`src/logic/epd_regs.svh`:
```
// Register offsets, field positions, reset values and timing counts of
// the engine power derating manager.
// Assumes inclusion by bare name from the design files under logic/.
`ifndef EPD_REGS_SVH
`define EPD_REGS_SVH
// =====================================================================
// Timing
// =====================================================================
`define EPD_CLK_NS 25
`define EPD_MS_NS 1000000
`define EPD_SEC_NS 1000000000
`define EPD_MS_CYCLES (`EPD_MS_NS / `EPD_CLK_NS)
`define EPD_SEC_CYCLES (`EPD_SEC_NS / `EPD_CLK_NS)
`define EPD_PCT_FULL 100
// =====================================================================
// Register map (byte offsets)
// =====================================================================
`define EPD_STEP_STRIDE 8'h10
`define EPD_OFS_PCT 4'h0
`define EPD_OFS_RATE 4'h4
`define EPD_OFS_HOLD 4'h8
`define EPD_OFS_OPT 4'hc
`define EPD_OFS_STATUS 8'h40
`define EPD_OFS_MASK 8'h44
`define EPD_OFS_SETPT 8'h48
`define EPD_OFS_STATE 8'h4c
// =====================================================================
// Fields and reset values
// =====================================================================
`define EPD_OPT_NOMINAL 0
`define EPD_OPT_FULL 1
`define EPD_ST_ON 0
`define EPD_ST_OFF 1
`define EPD_RST_PCT 8'h00
`define EPD_RST_RATE 8'h0a
`define EPD_RST_HOLD 16'h0000
`define EPD_RST_OPT 2'h0
`endif

```
`src/logic/epd_pkg.sv`:
```
// Types shared by the engine power derating manager.
// Assumes nothing beyond a SystemVerilog compiler.
package epd_pkg;
  // Power value in plant units (same scale as nominal power).
  typedef logic [15:0] epd_power_t;
  // Percentage or percent per second.
  typedef logic [7:0] epd_pct_t;
  // Configuration of one derating step.
  typedef struct packed {
    epd_pct_t pct;
    epd_pct_t rate;
    logic [15:0] hold;
    logic [1:0] opt;
  } epd_step_cfg_t;
endpackage

```
`src/logic/epd_ramp_if.sv`:
```
// Signals between the derating selector and the setpoint ramp.
// Assumes both ends run on the same clock.
interface epd_ramp_if;
  import epd_pkg::*;
  epd_power_t target; // Setpoint to ramp toward.
  epd_pct_t rate; // Ramp rate in percent of nominal per second.
  epd_power_t nominal; // Nominal power, scale of the rate.
  epd_power_t current; // Present ramped setpoint.
  modport ctrl (output target, output rate, output nominal, input current);
  modport ramp (input target, input rate, input nominal, output current);
endinterface

```
`src/logic/epd_ramp.sv`:
```
// Setpoint ramp: moves the present setpoint toward a target at a rate
// given in percent of nominal power per second.
// Assumes one clock; the target may change at any cycle.
`include "epd_regs.svh"
module epd_ramp
  import epd_pkg::*;
#(
  parameter int unsigned SEC_CYCLES = `EPD_SEC_CYCLES
)
(
  input wire logic core_clk,
  input wire logic sys_rst,
  epd_ramp_if.ramp rp
);
  // One unit of movement is due each time the accumulator passes
  // 100 percent times one second of cycles.
  localparam logic [39:0] THR = 40'(SEC_CYCLES) * 40'(`EPD_PCT_FULL);
  logic [39:0] acc; // Fractional progress toward the next unit.
  logic [39:0] next_acc;
  epd_power_t cur; // Present setpoint.
  epd_power_t next_cur;
  // =====================================================================
  // Ramp step
  // =====================================================================
  // Adds rate times nominal on each cycle that neither takes a step nor sits
  // at target, so at most one unit moves per cycle, whatever the rate and nominal.
  always_comb
  begin
    next_acc = acc;
    next_cur = cur;
    if (cur == rp.target)
    begin
      next_acc = '0; // At target, no partial step carries over.
    end
    else if (acc >= THR)
    begin
      next_acc = acc - THR;
      // Gradual movement, one unit at a time.
      if (rp.target > cur) next_cur = cur + 16'h0001;
      else next_cur = cur - 16'h0001;
    end
    else
    begin
      next_acc = acc + 40'(rp.rate) * 40'(rp.nominal);
    end
  end
  // Registers the ramp state; the setpoint starts at zero.
  always_ff @(posedge core_clk)
  begin
    if (sys_rst)
    begin
      acc <= '0;
      cur <= '0;
    end
    else
    begin
      acc <= next_acc;
      cur <= next_cur;
    end
  end
  assign rp.current = cur;
  a_ramp_unit_step: assert property (@(posedge core_clk) disable iff (sys_rst)
    (cur - $past(cur) <= 16'h0001) || ($past(cur) - cur <= 16'h0001))
    else $error("setpoint moved more than one unit per cycle");
  a_ramp_no_overshoot: assert property (@(posedge core_clk) disable iff (sys_rst)
    (cur < rp.target) && $stable(rp.target) |=> cur <= $past(rp.target))
    else $error("ramp overshot its target");
endmodule

```
`src/logic/epd_top.sv`:
```
// Engine power derating manager: four request inputs, per-step config,
// governing selection, setpoint ramp, events and interrupt.
// Assumes request inputs are asynchronous pins and the power inputs
// come from logic on core_clk.
`include "epd_regs.svh"
module epd_top
  import epd_pkg::*;
#(
  parameter int unsigned MS_CYCLES = `EPD_MS_CYCLES,
  parameter int unsigned SEC_CYCLES = `EPD_SEC_CYCLES,
  parameter int unsigned STEPS = 4
)
(
  input wire logic core_clk,
  input wire logic sys_rst,
  input wire logic derate_request_1,
  input wire logic derate_request_2,
  input wire logic derate_request_3,
  input wire logic derate_request_4,
  input wire epd_pkg::epd_power_t base_setpoint,
  input wire epd_pkg::epd_power_t nominal_power,
  input wire epd_pkg::epd_power_t measured_power,
  input wire logic [7:0] reg_addr,
  input wire logic [31:0] reg_wdata,
  input wire logic reg_wr,
  input wire logic reg_rd,
  output logic [31:0] reg_rdata,
  output epd_pkg::epd_power_t active_setpoint,
  output epd_pkg::epd_power_t broadcast_power,
  output logic derate_on_event,
  output logic derate_all_off_event,
  output logic irq
);
  import epd_pkg::*;
  // =====================================================================
  // Declarations
  // =====================================================================
  logic [STEPS-1:0] req_pin; // Raw request pins.
  logic [STEPS-1:0] req; // Filtered request levels.
  logic [STEPS-1:0] req_d; // Request levels one cycle earlier.
  logic [STEPS-1:0] rise; // Inactive-to-active transitions.
  logic [STEPS-1:0] fall; // Active-to-inactive transitions.
  epd_step_cfg_t cfg [STEPS]; // Per-step configuration.
  epd_step_cfg_t next_cfg [STEPS];
  epd_power_t amt [STEPS]; // Reduction latched at activation.
  epd_power_t next_amt [STEPS];
  epd_power_t calc_amt [STEPS]; // Reduction computed from live inputs.
  logic [15:0] hold [STEPS]; // Remaining hold time in ms.
  logic [15:0] next_hold [STEPS];
  logic [STEPS-1:0] finish; // Full ramp still owed.
  logic [STEPS-1:0] next_finish;
  logic [STEPS-1:0] engaged; // Step contributes to selection.
  logic [1:0] gov; // Governing step index.
  logic gov_any; // Some step is engaged.
  logic [1:0] last_gov; // Step that governed most recently.
  logic [1:0] next_last_gov;
  logic [31:0] tick_cnt; // Millisecond tick divider.
  logic [31:0] next_tick_cnt;
  logic tick; // One-cycle millisecond tick.
  logic [1:0] status; // Sticky event bits.
  logic [1:0] next_status;
  logic [1:0] mask; // Interrupt mask.
  logic [1:0] next_mask;
  logic [31:0] next_rdata;
  epd_power_t next_setpoint;
  logic next_on;
  logic next_off;
  epd_ramp_if rp ();

  // Saturating subtraction so a reduction never goes below zero.
  function automatic epd_power_t sat_sub(epd_power_t a, epd_power_t b);
    sat_sub = (a > b) ? a - b : 16'h0000;
  endfunction

  assign req_pin = {derate_request_4, derate_request_3,
                    derate_request_2, derate_request_1};

  // =====================================================================
  // Input synchronisers
  // =====================================================================
  // Three shift flops per pin; a change is taken only once the second and
  // third agree, which rejects a one-sample glitch.
  for (genvar g = 0; g < STEPS; g++)
  begin : g_sync
    logic [2:0] s; // Shift chain; s[0] feeds only s[1].
    logic lvl; // Accepted level of this pin.
    // A local flop per pin keeps each bit of req with a single driver.
    always_ff @(posedge core_clk)
    begin
      if (sys_rst)
      begin
        s <= 3'h0;
        lvl <= 1'b0;
      end
      else
      begin
        s <= {s[1:0], req_pin[g]};
        if (s[1] == s[2]) lvl <= s[2];
      end
    end
    assign req[g] = lvl;
  end

  // Registered previous level gives exactly one rise per activation.
  always_ff @(posedge core_clk)
  begin
    if (sys_rst) req_d <= '0;
    else req_d <= req;
  end
  assign rise = req & ~req_d;
  assign fall = ~req & req_d;

  // =====================================================================
  // Millisecond tick
  // =====================================================================
  always_comb
  begin
    tick = (tick_cnt == MS_CYCLES - 1);
    next_tick_cnt = tick ? 32'h0 : tick_cnt + 32'h1;
  end
  always_ff @(posedge core_clk)
  begin
    if (sys_rst) tick_cnt <= 32'h0;
    else tick_cnt <= next_tick_cnt;
  end

  // =====================================================================
  // Per-step state: reduction, hold timer, owed full ramp
  // =====================================================================
  // The base of the percentage is chosen per step; the measured power
  // is sampled only at activation, so later load changes do not move it.
  always_comb
  begin
    for (int i = 0; i < STEPS; i++)
    begin
      calc_amt[i] = 16'((24'(cfg[i].opt[`EPD_OPT_NOMINAL] ? nominal_power
                    : measured_power) * 24'(cfg[i].pct))
                    / 24'(`EPD_PCT_FULL));
      next_amt[i] = rise[i] ? calc_amt[i] : amt[i];
      if (req[i]) next_hold[i] = 16'h0;
      else if (fall[i]) next_hold[i] = cfg[i].hold;
      else if (tick && hold[i] != 16'h0) next_hold[i] = hold[i] - 16'h1;
      else next_hold[i] = hold[i];
      if (rise[i]) next_finish[i] = cfg[i].opt[`EPD_OPT_FULL];
      else if (rp.current <= sat_sub(base_setpoint, amt[i]))
        next_finish[i] = 1'b0;
      else next_finish[i] = finish[i];
      engaged[i] = req[i] || hold[i] != 16'h0 || finish[i];
    end
  end
  always_ff @(posedge core_clk)
  begin
    if (sys_rst)
    begin
      finish <= '0;
      for (int i = 0; i < STEPS; i++)
      begin
        amt[i] <= 16'h0;
        hold[i] <= 16'h0;
      end
    end
    else
    begin
      finish <= next_finish;
      amt <= next_amt;
      hold <= next_hold;
    end
  end

  // =====================================================================
  // Governing selection and ramp target
  // =====================================================================
  // Ties go to the lower-numbered step; the result is the same target.
  always_comb
  begin
    gov = 2'h0;
    gov_any = 1'b0;
    for (int i = 0; i < STEPS; i++)
    begin
      if (engaged[i] && (!gov_any || amt[i] > amt[gov]))
      begin
        gov = 2'(i);
        gov_any = 1'b1;
      end
    end
    next_last_gov = gov_any ? gov : last_gov;
    // Never above the pre-derating setpoint.
    rp.target = gov_any ? sat_sub(base_setpoint, amt[gov])
                : base_setpoint;
    rp.rate = cfg[gov_any ? gov : last_gov].rate;
    rp.nominal = nominal_power;
  end
  always_ff @(posedge core_clk)
  begin
    if (sys_rst) last_gov <= 2'h0;
    else last_gov <= next_last_gov;
  end

  epd_ramp #(
    .SEC_CYCLES(SEC_CYCLES)
  ) u_ramp (
    .core_clk(core_clk),
    .sys_rst(sys_rst),
    .rp(rp)
  );

  // =====================================================================
  // Outputs, events and register file
  // =====================================================================
  // Set wins over a same-cycle write-one-to-clear.
  always_comb
  begin
    next_setpoint = rp.current;
    next_on = |rise;
    next_off = (|req_d) && !(|req);
    next_cfg = cfg;
    next_mask = mask;
    next_status = status;
    next_rdata = 32'h0;
    if (reg_wr && reg_addr < `EPD_OFS_STATUS)
    begin
      case (reg_addr[3:0])
        `EPD_OFS_PCT: next_cfg[reg_addr[5:4]].pct = reg_wdata[7:0];
        `EPD_OFS_RATE: next_cfg[reg_addr[5:4]].rate = reg_wdata[7:0];
        `EPD_OFS_HOLD: next_cfg[reg_addr[5:4]].hold = reg_wdata[15:0];
        `EPD_OFS_OPT: next_cfg[reg_addr[5:4]].opt = reg_wdata[1:0];
        default: next_cfg = cfg;
      endcase
    end
    if (reg_wr && reg_addr == `EPD_OFS_STATUS)
      next_status = status & ~reg_wdata[1:0];
    if (reg_wr && reg_addr == `EPD_OFS_MASK) next_mask = reg_wdata[1:0];
    next_status[`EPD_ST_ON] = next_status[`EPD_ST_ON] | next_on;
    next_status[`EPD_ST_OFF] = next_status[`EPD_ST_OFF] | next_off;
    if (reg_rd)
    begin
      if (reg_addr < `EPD_OFS_STATUS)
      begin
        case (reg_addr[3:0])
          `EPD_OFS_PCT: next_rdata = {24'h0, cfg[reg_addr[5:4]].pct};
          `EPD_OFS_RATE: next_rdata = {24'h0, cfg[reg_addr[5:4]].rate};
          `EPD_OFS_HOLD: next_rdata = {16'h0, cfg[reg_addr[5:4]].hold};
          `EPD_OFS_OPT: next_rdata = {30'h0, cfg[reg_addr[5:4]].opt};
          default: next_rdata = 32'h0;
        endcase
      end
      else
      begin
        case (reg_addr)
          `EPD_OFS_STATUS: next_rdata = {30'h0, status};
          `EPD_OFS_MASK: next_rdata = {30'h0, mask};
          `EPD_OFS_SETPT: next_rdata = {16'h0, rp.current};
          `EPD_OFS_STATE: next_rdata = {17'h0, gov_any, gov, finish,
                                        engaged, req};
          default: next_rdata = 32'h0;
        endcase
      end
    end
  end
  // Registers outputs so every port comes straight from a flop.
  always_ff @(posedge core_clk)
  begin
    if (sys_rst)
    begin
      for (int i = 0; i < STEPS; i++)
        cfg[i] <= '{`EPD_RST_PCT, `EPD_RST_RATE, `EPD_RST_HOLD, `EPD_RST_OPT};
      status <= 2'h0;
      mask <= 2'h0;
      reg_rdata <= 32'h0;
      active_setpoint <= 16'h0;
      broadcast_power <= 16'h0;
      derate_on_event <= 1'b0;
      derate_all_off_event <= 1'b0;
      irq <= 1'b0;
    end
    else
    begin
      cfg <= next_cfg;
      status <= next_status;
      mask <= next_mask;
      reg_rdata <= next_rdata;
      active_setpoint <= next_setpoint;
      broadcast_power <= next_setpoint;
      derate_on_event <= next_on;
      derate_all_off_event <= next_off;
      irq <= |(next_status & next_mask);
    end
  end

  // =====================================================================
  // Checks
  // =====================================================================
  a_on_event_pulse: assert property (@(posedge core_clk) disable iff (sys_rst)
    (|rise) |=> derate_on_event && status[`EPD_ST_ON])
    else $error("activation did not raise the on event");
  a_all_off_event: assert property (@(posedge core_clk) disable iff (sys_rst)
    $fell(|req) |=> derate_all_off_event)
    else $error("release of last request gave no off event");
  a_rise_single: assert property (@(posedge core_clk) disable iff (sys_rst)
    (|rise) |=> ((rise & $past(rise)) == '0))
    else $error("one activation gave two rises");
  a_amt_latched: assert property (@(posedge core_clk) disable iff (sys_rst)
    rise[0] |=> amt[0] == $past(calc_amt[0]) ##1 $stable(amt[0]))
    else $error("reduction not taken at activation");
  a_gov_largest: assert property (@(posedge core_clk) disable iff (sys_rst)
    gov_any |-> engaged[gov]
                && !(engaged[0] && amt[0] > amt[gov])
                && !(engaged[1] && amt[1] > amt[gov])
                && !(engaged[2] && amt[2] > amt[gov])
                && !(engaged[3] && amt[3] > amt[gov]))
    else $error("governing step is not the largest");
  a_hold_engaged: assert property (@(posedge core_clk) disable iff (sys_rst)
    $fell(req[0]) && cfg[0].hold != 16'h0 |=> engaged[0][*3])
    else $error("hold time did not keep the step engaged");
  a_target_below: assert property (@(posedge core_clk) disable iff (sys_rst)
    rp.target <= base_setpoint)
    else $error("ramp target above pre-derating setpoint");
  a_broadcast_copy: assert property (@(posedge core_clk) disable iff (sys_rst)
    ##1 broadcast_power == active_setpoint)
    else $error("broadcast power differs from derated setpoint");
  a_finish_owed: assert property (@(posedge core_clk) disable iff (sys_rst)
    finish[0] |-> engaged[0])
    else $error("owed full ramp left the step disengaged");
endmodule

```
`config.mk`:
```
export PLATFORM = sky130hd
export DESIGN_NAME = epd_top
export DESIGN_NICKNAME = d
export VERILOG_FILES = /design/src/logic/epd_pkg.sv /design/src/logic/epd_ramp_if.sv /design/src/logic/epd_ramp.sv /design/src/logic/epd_top.sv
export VERILOG_INCLUDE_DIRS = /design/src /design/src/logic
export SDC_FILE = /design/constraint.sdc
export NUM_CORES = 2
export LEC_CHECK = 0
export BUFFER_PORTS_ARGS = -buffer_cell sky130_fd_sc_hd__buf_2
export CORE_MARGIN = 2
export CORE_UTILIZATION = 25
export CTS_BUF_LIST = sky130_fd_sc_hd__clkbuf_16
export CTS_CLUSTER_DIAMETER = 200
export DETAILED_ROUTE_END_ITERATION = 10
export SLEW_MARGIN = 20
export SYNTH_ARGS = -nofsm -noshare
export SYNTH_HDL_FRONTEND = slang
export SYNTH_SLANG_ARGS = --single-unit
```
`constraint.sdc`:
```
create_clock -name core_clk -period 20.4 [get_ports core_clk]
set_input_delay 0 -clock core_clk [delete_from_list [all_inputs] [get_ports core_clk]]
set_output_delay 0 -clock core_clk [all_outputs]
set_load 0.005 [all_outputs]
```
# Word level (Yosys, flattened, before mapping)
# Index checks and enable logic that the tools add are counted.
# word_totals
register_bits	433
in_bits	96
elab_cells	244
# classes
order_cmp	21
bitwise	16
n_mux	69
n_div	4
n_addsub	14
reduce_logical	54
eq_ne	13
n_mul	5
# op_table
cell	n
136-bit bitwise mux	4
136-bit case mux with 4 select lines	1
16-bit two-way mux	25
34-bit demux with 2-bit select	4
16-bit > comparator	9
34-bit binary-select mux with 2-bit select	2
16-bit case mux with 4 select lines	2
34-bit two-way mux	3
16-bit binary-select mux with 2-bit select	3
24-bit by 7-bit divider with 24-bit output (second input constant)	4
16-bit by 8-bit multiplier with 24-bit output	4
16-bit by 1-bit subtractor with 16-bit output (second input constant)	5
16-bit subtractor	5
26-bit two-way mux	3
16-bit less-or-equal comparator	4
16-bit nonzero test	4
40-bit by 24-bit adder with 40-bit output	1
40-bit by 32-bit greater-or-equal comparator with 1-bit output (second input constant)	1
40-bit two-way mux	1
40-bit by 32-bit subtractor with 40-bit output (second input constant)	1
32-bit by 1-bit adder with 32-bit output (second input constant)	1
32-bit by 16-bit equality test with 1-bit output (second input constant)	1
8-bit by 7-bit equality test with 1-bit output (second input constant)	4
32-bit two-way mux	1
other kinds (28)	103

# Depth between registers and ports, before layout
# depth
word_depth	34
mapped_depth	112

# By module
# A second synthesis with hierarchy kept.
# unflattened
hier_cells	8088
area_unflattened_um2	63990.1
# modules_own_cells
mod	n_inst	area_per_inst_um2	seq_area_each_um2	cells_each
epd_top	1	55522.0	7226.9	7054
epd_ramp	1	8468.1	1121.1	1034

# Worst setup path after synthesis
# OpenSTA, ideal clock, no wires.
# synth_timing
kind	register -> register
startpoint	register (tool-made name)
endpoint	register amt[0] (netlist name)
slack_ps	4370
t_arrival_ps	15938
stages_incl_launch_ff	60
setup_ps	92
cell_sequence	dfxtp_1 -> clkbuf_1 -> clkbuf_1 -> mux2i_1 -> nor2b_1 -> fa_1 -> fa_1 -> fa_1 -> inv_1 -> fa_1 -> inv_1 -> ha_1 -> buf_2 -> and3_1 -> a22o_4 -> nor3_1 -> a31oi_2 -> xor2_2 -> [... 24 more ...] -> o32a_4 -> o32ai_4 -> nand2_2 -> a211o_1 -> and4_4 -> o41ai_4 -> xor2_2 -> o31a_1 -> buf_4 -> o311a_4 -> a21oi_2 -> maj3_2 -> xor2_4 -> o31a_1 -> or3_1 -> and3b_1 -> a211o_1 -> o32ai_1
# synth_lines
item	line	text
to (signal assigned)	epd_top.sv:165	amt <= next_amt;
to (decl)	epd_top.sv:45	epd_power_t amt [STEPS];

==> results.toml <==
[pwr]
peakVddDrop_mv = 0.0730
power_leakage_nw = 28.2
power-per-cell-area_nw_per_um2 = 54.0

[yosys]
portion_of_the_post_synthesis_area_used_by_sequential_elements_pct = 13.7
register_bit_total_from_synthesis = 417
post-synth-top-area-cell = "sky130_fd_sc_hd__fa_1"
dominantRegCellSynth = "sky130_fd_sc_hd__dfxtp_1"
synth.most_common_cell = "sky130_fd_sc_hd__nand2_1"
syn_area_per_cell_um2 = 7.88
synth_top_area_share_pct = 14.7
synth_area_um2 = 61100
async_flop_share_pct = 0
synthTopCellsByCount = "sky130_fd_sc_hd__nand2_1, sky130_fd_sc_hd__inv_1, sky130_fd_sc_hd__nor2_1, sky130_fd_sc_hd__a21oi_1, sky130_fd_sc_hd__ha_1"
synthesis.yosys.warnings = 0
post_synth_main_area_contributors = "sky130_fd_sc_hd__fa_1, sky130_fd_sc_hd__dfxtp_1, sky130_fd_sc_hd__ha_1"
post_synth_num_cell_types = 134
synth_edf_count = 0
post_synthesis_instance_total = 7756

[placement]
gp_congestion = 0.907
dp_worst_setup_slack_ns = 1.70
dp.final_hpwl_um = 146000
numPlacedInstances = 10807
io_buffers = 130
post_placement_cell_area_um2 = 64800

[floorplan]
start_util_pct = 25.1
floorplan.die.height_um = 498
placementRows = 181
core_area_um2 = 243000
die_x_um = 498
floorplan.die_area_um2 = 248000
ios = 163

[timing]
fin_skew_ns = 0.0384
max_slew.worst_pin.slew_ns = 1.13
final-hold-violation-count = 0
setup_repair_after_global_routing_missed_its_margin = "false"
timing.max_slew.rel_slack_pct = 23.6
setup_violations = 0
timing.hold.ws_ns = 0.105
setup-tns-final_ns = 0
final_period_minus_worst_setup_slack_ns = 18.97
fmax_mhz = 52.7
min_setup_slack_post_route_ns = 1.43
slew_viol_final = 0
timing.final.crit_share_pct = 93.0

[setup_path]
path_common_cell = "sky130_fd_sc_hd__fa_1"
crit_required_ns = 20.96
end_kind = "flop"
critPathMaxFanout = 18
critical_path_arrival_ns = 19.53
worst_setup_path_start_kind = "flop"
timing.critical_path.slowest_stage_cell = "sky130_fd_sc_hd__xnor2_1"
worstSetupPathType = "reg2reg"
worst_path_largest_cell_delay_ns = 0.93

[final_layout]
fin_nets = 8694
post-route-cell-area_um2 = 67000
share_of_cells_above_drive_strength_1_pct = 7.29
flow.area_growth_from_synthesis_pct = 9.57
non_filler_instance_count_after_layout = 10943

[grt]
largest_net_degree_at_the_start_of_global_routing = 136
global_route.overflow_total = 0
grt_first_pass_wirelength_um = 301000
grt_util_all_layers_pct = 14.7
vias_in_the_first_global_route = 53201
antenna_found_initial = 26

[cts]
tritoncts_clock_tree = "yes"
path_clk_slew_ns = 0.06
clock_insertion_delay_worst_skew_ns = 0.66
cts_hold_buffers = 38
cts_root_buf = "sky130_fd_sc_hd__clkbuf_16"
post_cts_resize_count = 0
htree_levels = 2
clock_sinks = 417
post_cts_buffers = 0
ctsLongestPathBuffers = 3
cts-buffers-inserted = 52

[routing]
vias = 56440
antenna_left = 0
drt_iter0_markers = 4961
pre_antenna_drt_iters = 6
wirelength_um = 189000
route.detailed.drc = 0
route.detailed.vias_per_inst = 5.16
post_drt_wl_per_cell_um = 17.3

[run]
cap_violations = 0

[outcome]
outcome = "finished, final reports clean"

[hold_path]
min-delay-path-class = "in2reg"
## final cells by class
class | count | area, µm²
antenna | 6 | 15.0
sequential | 417 | 8350
fill | 26603 | 176000
clock buffer | 52 | 1300
multi-input combinational | 6357 | 49000
tap | 3202 | 4010
timing repair buffer | 236 | 1550
inverter | 633 | 2380
clock inverter | 40 | 420
## metrics by stage
step                power [W]  util [%]
global route          0.00389      27.5
floorplan             0.00229         -
CTS                   0.00363      27.5
detailed placement    0.00265      26.7
finish                0.00361      27.5
global placement      0.00264      26.7
## per-layer routing
metal  track usage, %  vias to the layer above  wire, µm
met5                0                        -       165
li1                 -                    27356         -
met3             2.63                      249     13400
met4             3.42                       26      4580
met2             23.3                     1621     83400
met1             20.7                    27188     87800
## critical path, delay by kind of cell, from the launching register on
kind                     cells  cell delay (ns)
adder cells (fa/ha/maj)      7             3.18
XOR/XNOR                     2             1.12
AO/OA/AOI/OAI               26             8.28
multiplexers                 1             0.79
AND/OR/NAND/NOR             15             4.68
flip-flops                   1             0.31
buffers and inverters        3             0.42
## report_power, final
group	leakage [nW]	internal, W	total [W]	switching [W]
Sequential	3.38	0.000867	0.000961	0.0000944
Combinational	24.0	0.000717	0.00170	0.000981
Clock	0.859	0.000543	0.000955	0.000412
Total	28.2	0.00213	0.00361	0.00149
## layout by cell type, fill, tap and decap left out, types with 96 or more instances in the layout
cell type,instances
sky130_fd_sc_hd__a211oi_1,159
sky130_fd_sc_hd__a21o_1,184
sky130_fd_sc_hd__a21oi_1,497
sky130_fd_sc_hd__and2_1,144
sky130_fd_sc_hd__buf_2,129
sky130_fd_sc_hd__dfxtp_1,417
sky130_fd_sc_hd__fa_1,448
sky130_fd_sc_hd__ha_1,453
sky130_fd_sc_hd__inv_1,642
sky130_fd_sc_hd__mux2i_1,101
sky130_fd_sc_hd__nand2_1,793
sky130_fd_sc_hd__nand2b_1,131
sky130_fd_sc_hd__nand3_1,186
sky130_fd_sc_hd__nand4_1,96
sky130_fd_sc_hd__nor2_1,607
sky130_fd_sc_hd__nor2b_1,340
sky130_fd_sc_hd__nor3_1,161
sky130_fd_sc_hd__o21ai_0,295
sky130_fd_sc_hd__xnor2_1,239
sky130_fd_sc_hd__xor2_1,142
## cell families (layout without fill, tap and decap cells)
group | Yosys count | count (layout) | share of synthesized area, %
compound gates | 2027 | 2027 | 23.2
xor+xnor | 390 | 390 | 5.70
fa+ha+maj | 915 | 915 | 24.2
buf+inv | 997 | 961 | 6.45
flops | 417 | 417 | 13.7
mux | 202 | 202 | 4.16
other cells | 1 | 22 | 0.00613
simple gates | 2807 | 2807 | 22.7
## path summary, 6_finish.rpt
path / startpoint / end / slack, ns / depth (start not counted)
hold reg to reg: g_sync[0].s[0] / g_sync[0].s[1] / 0.44 / 1
setup reg to reg: flop / amt[0] / 1.43 / 54
setup / recovery: flop / amt[0] / 1.43 / 54
hold / removal: derate_request_4 / g_sync[3].s[0] / 0.11 / 3
No activity file was read; power rests on OpenSTA's default activity.
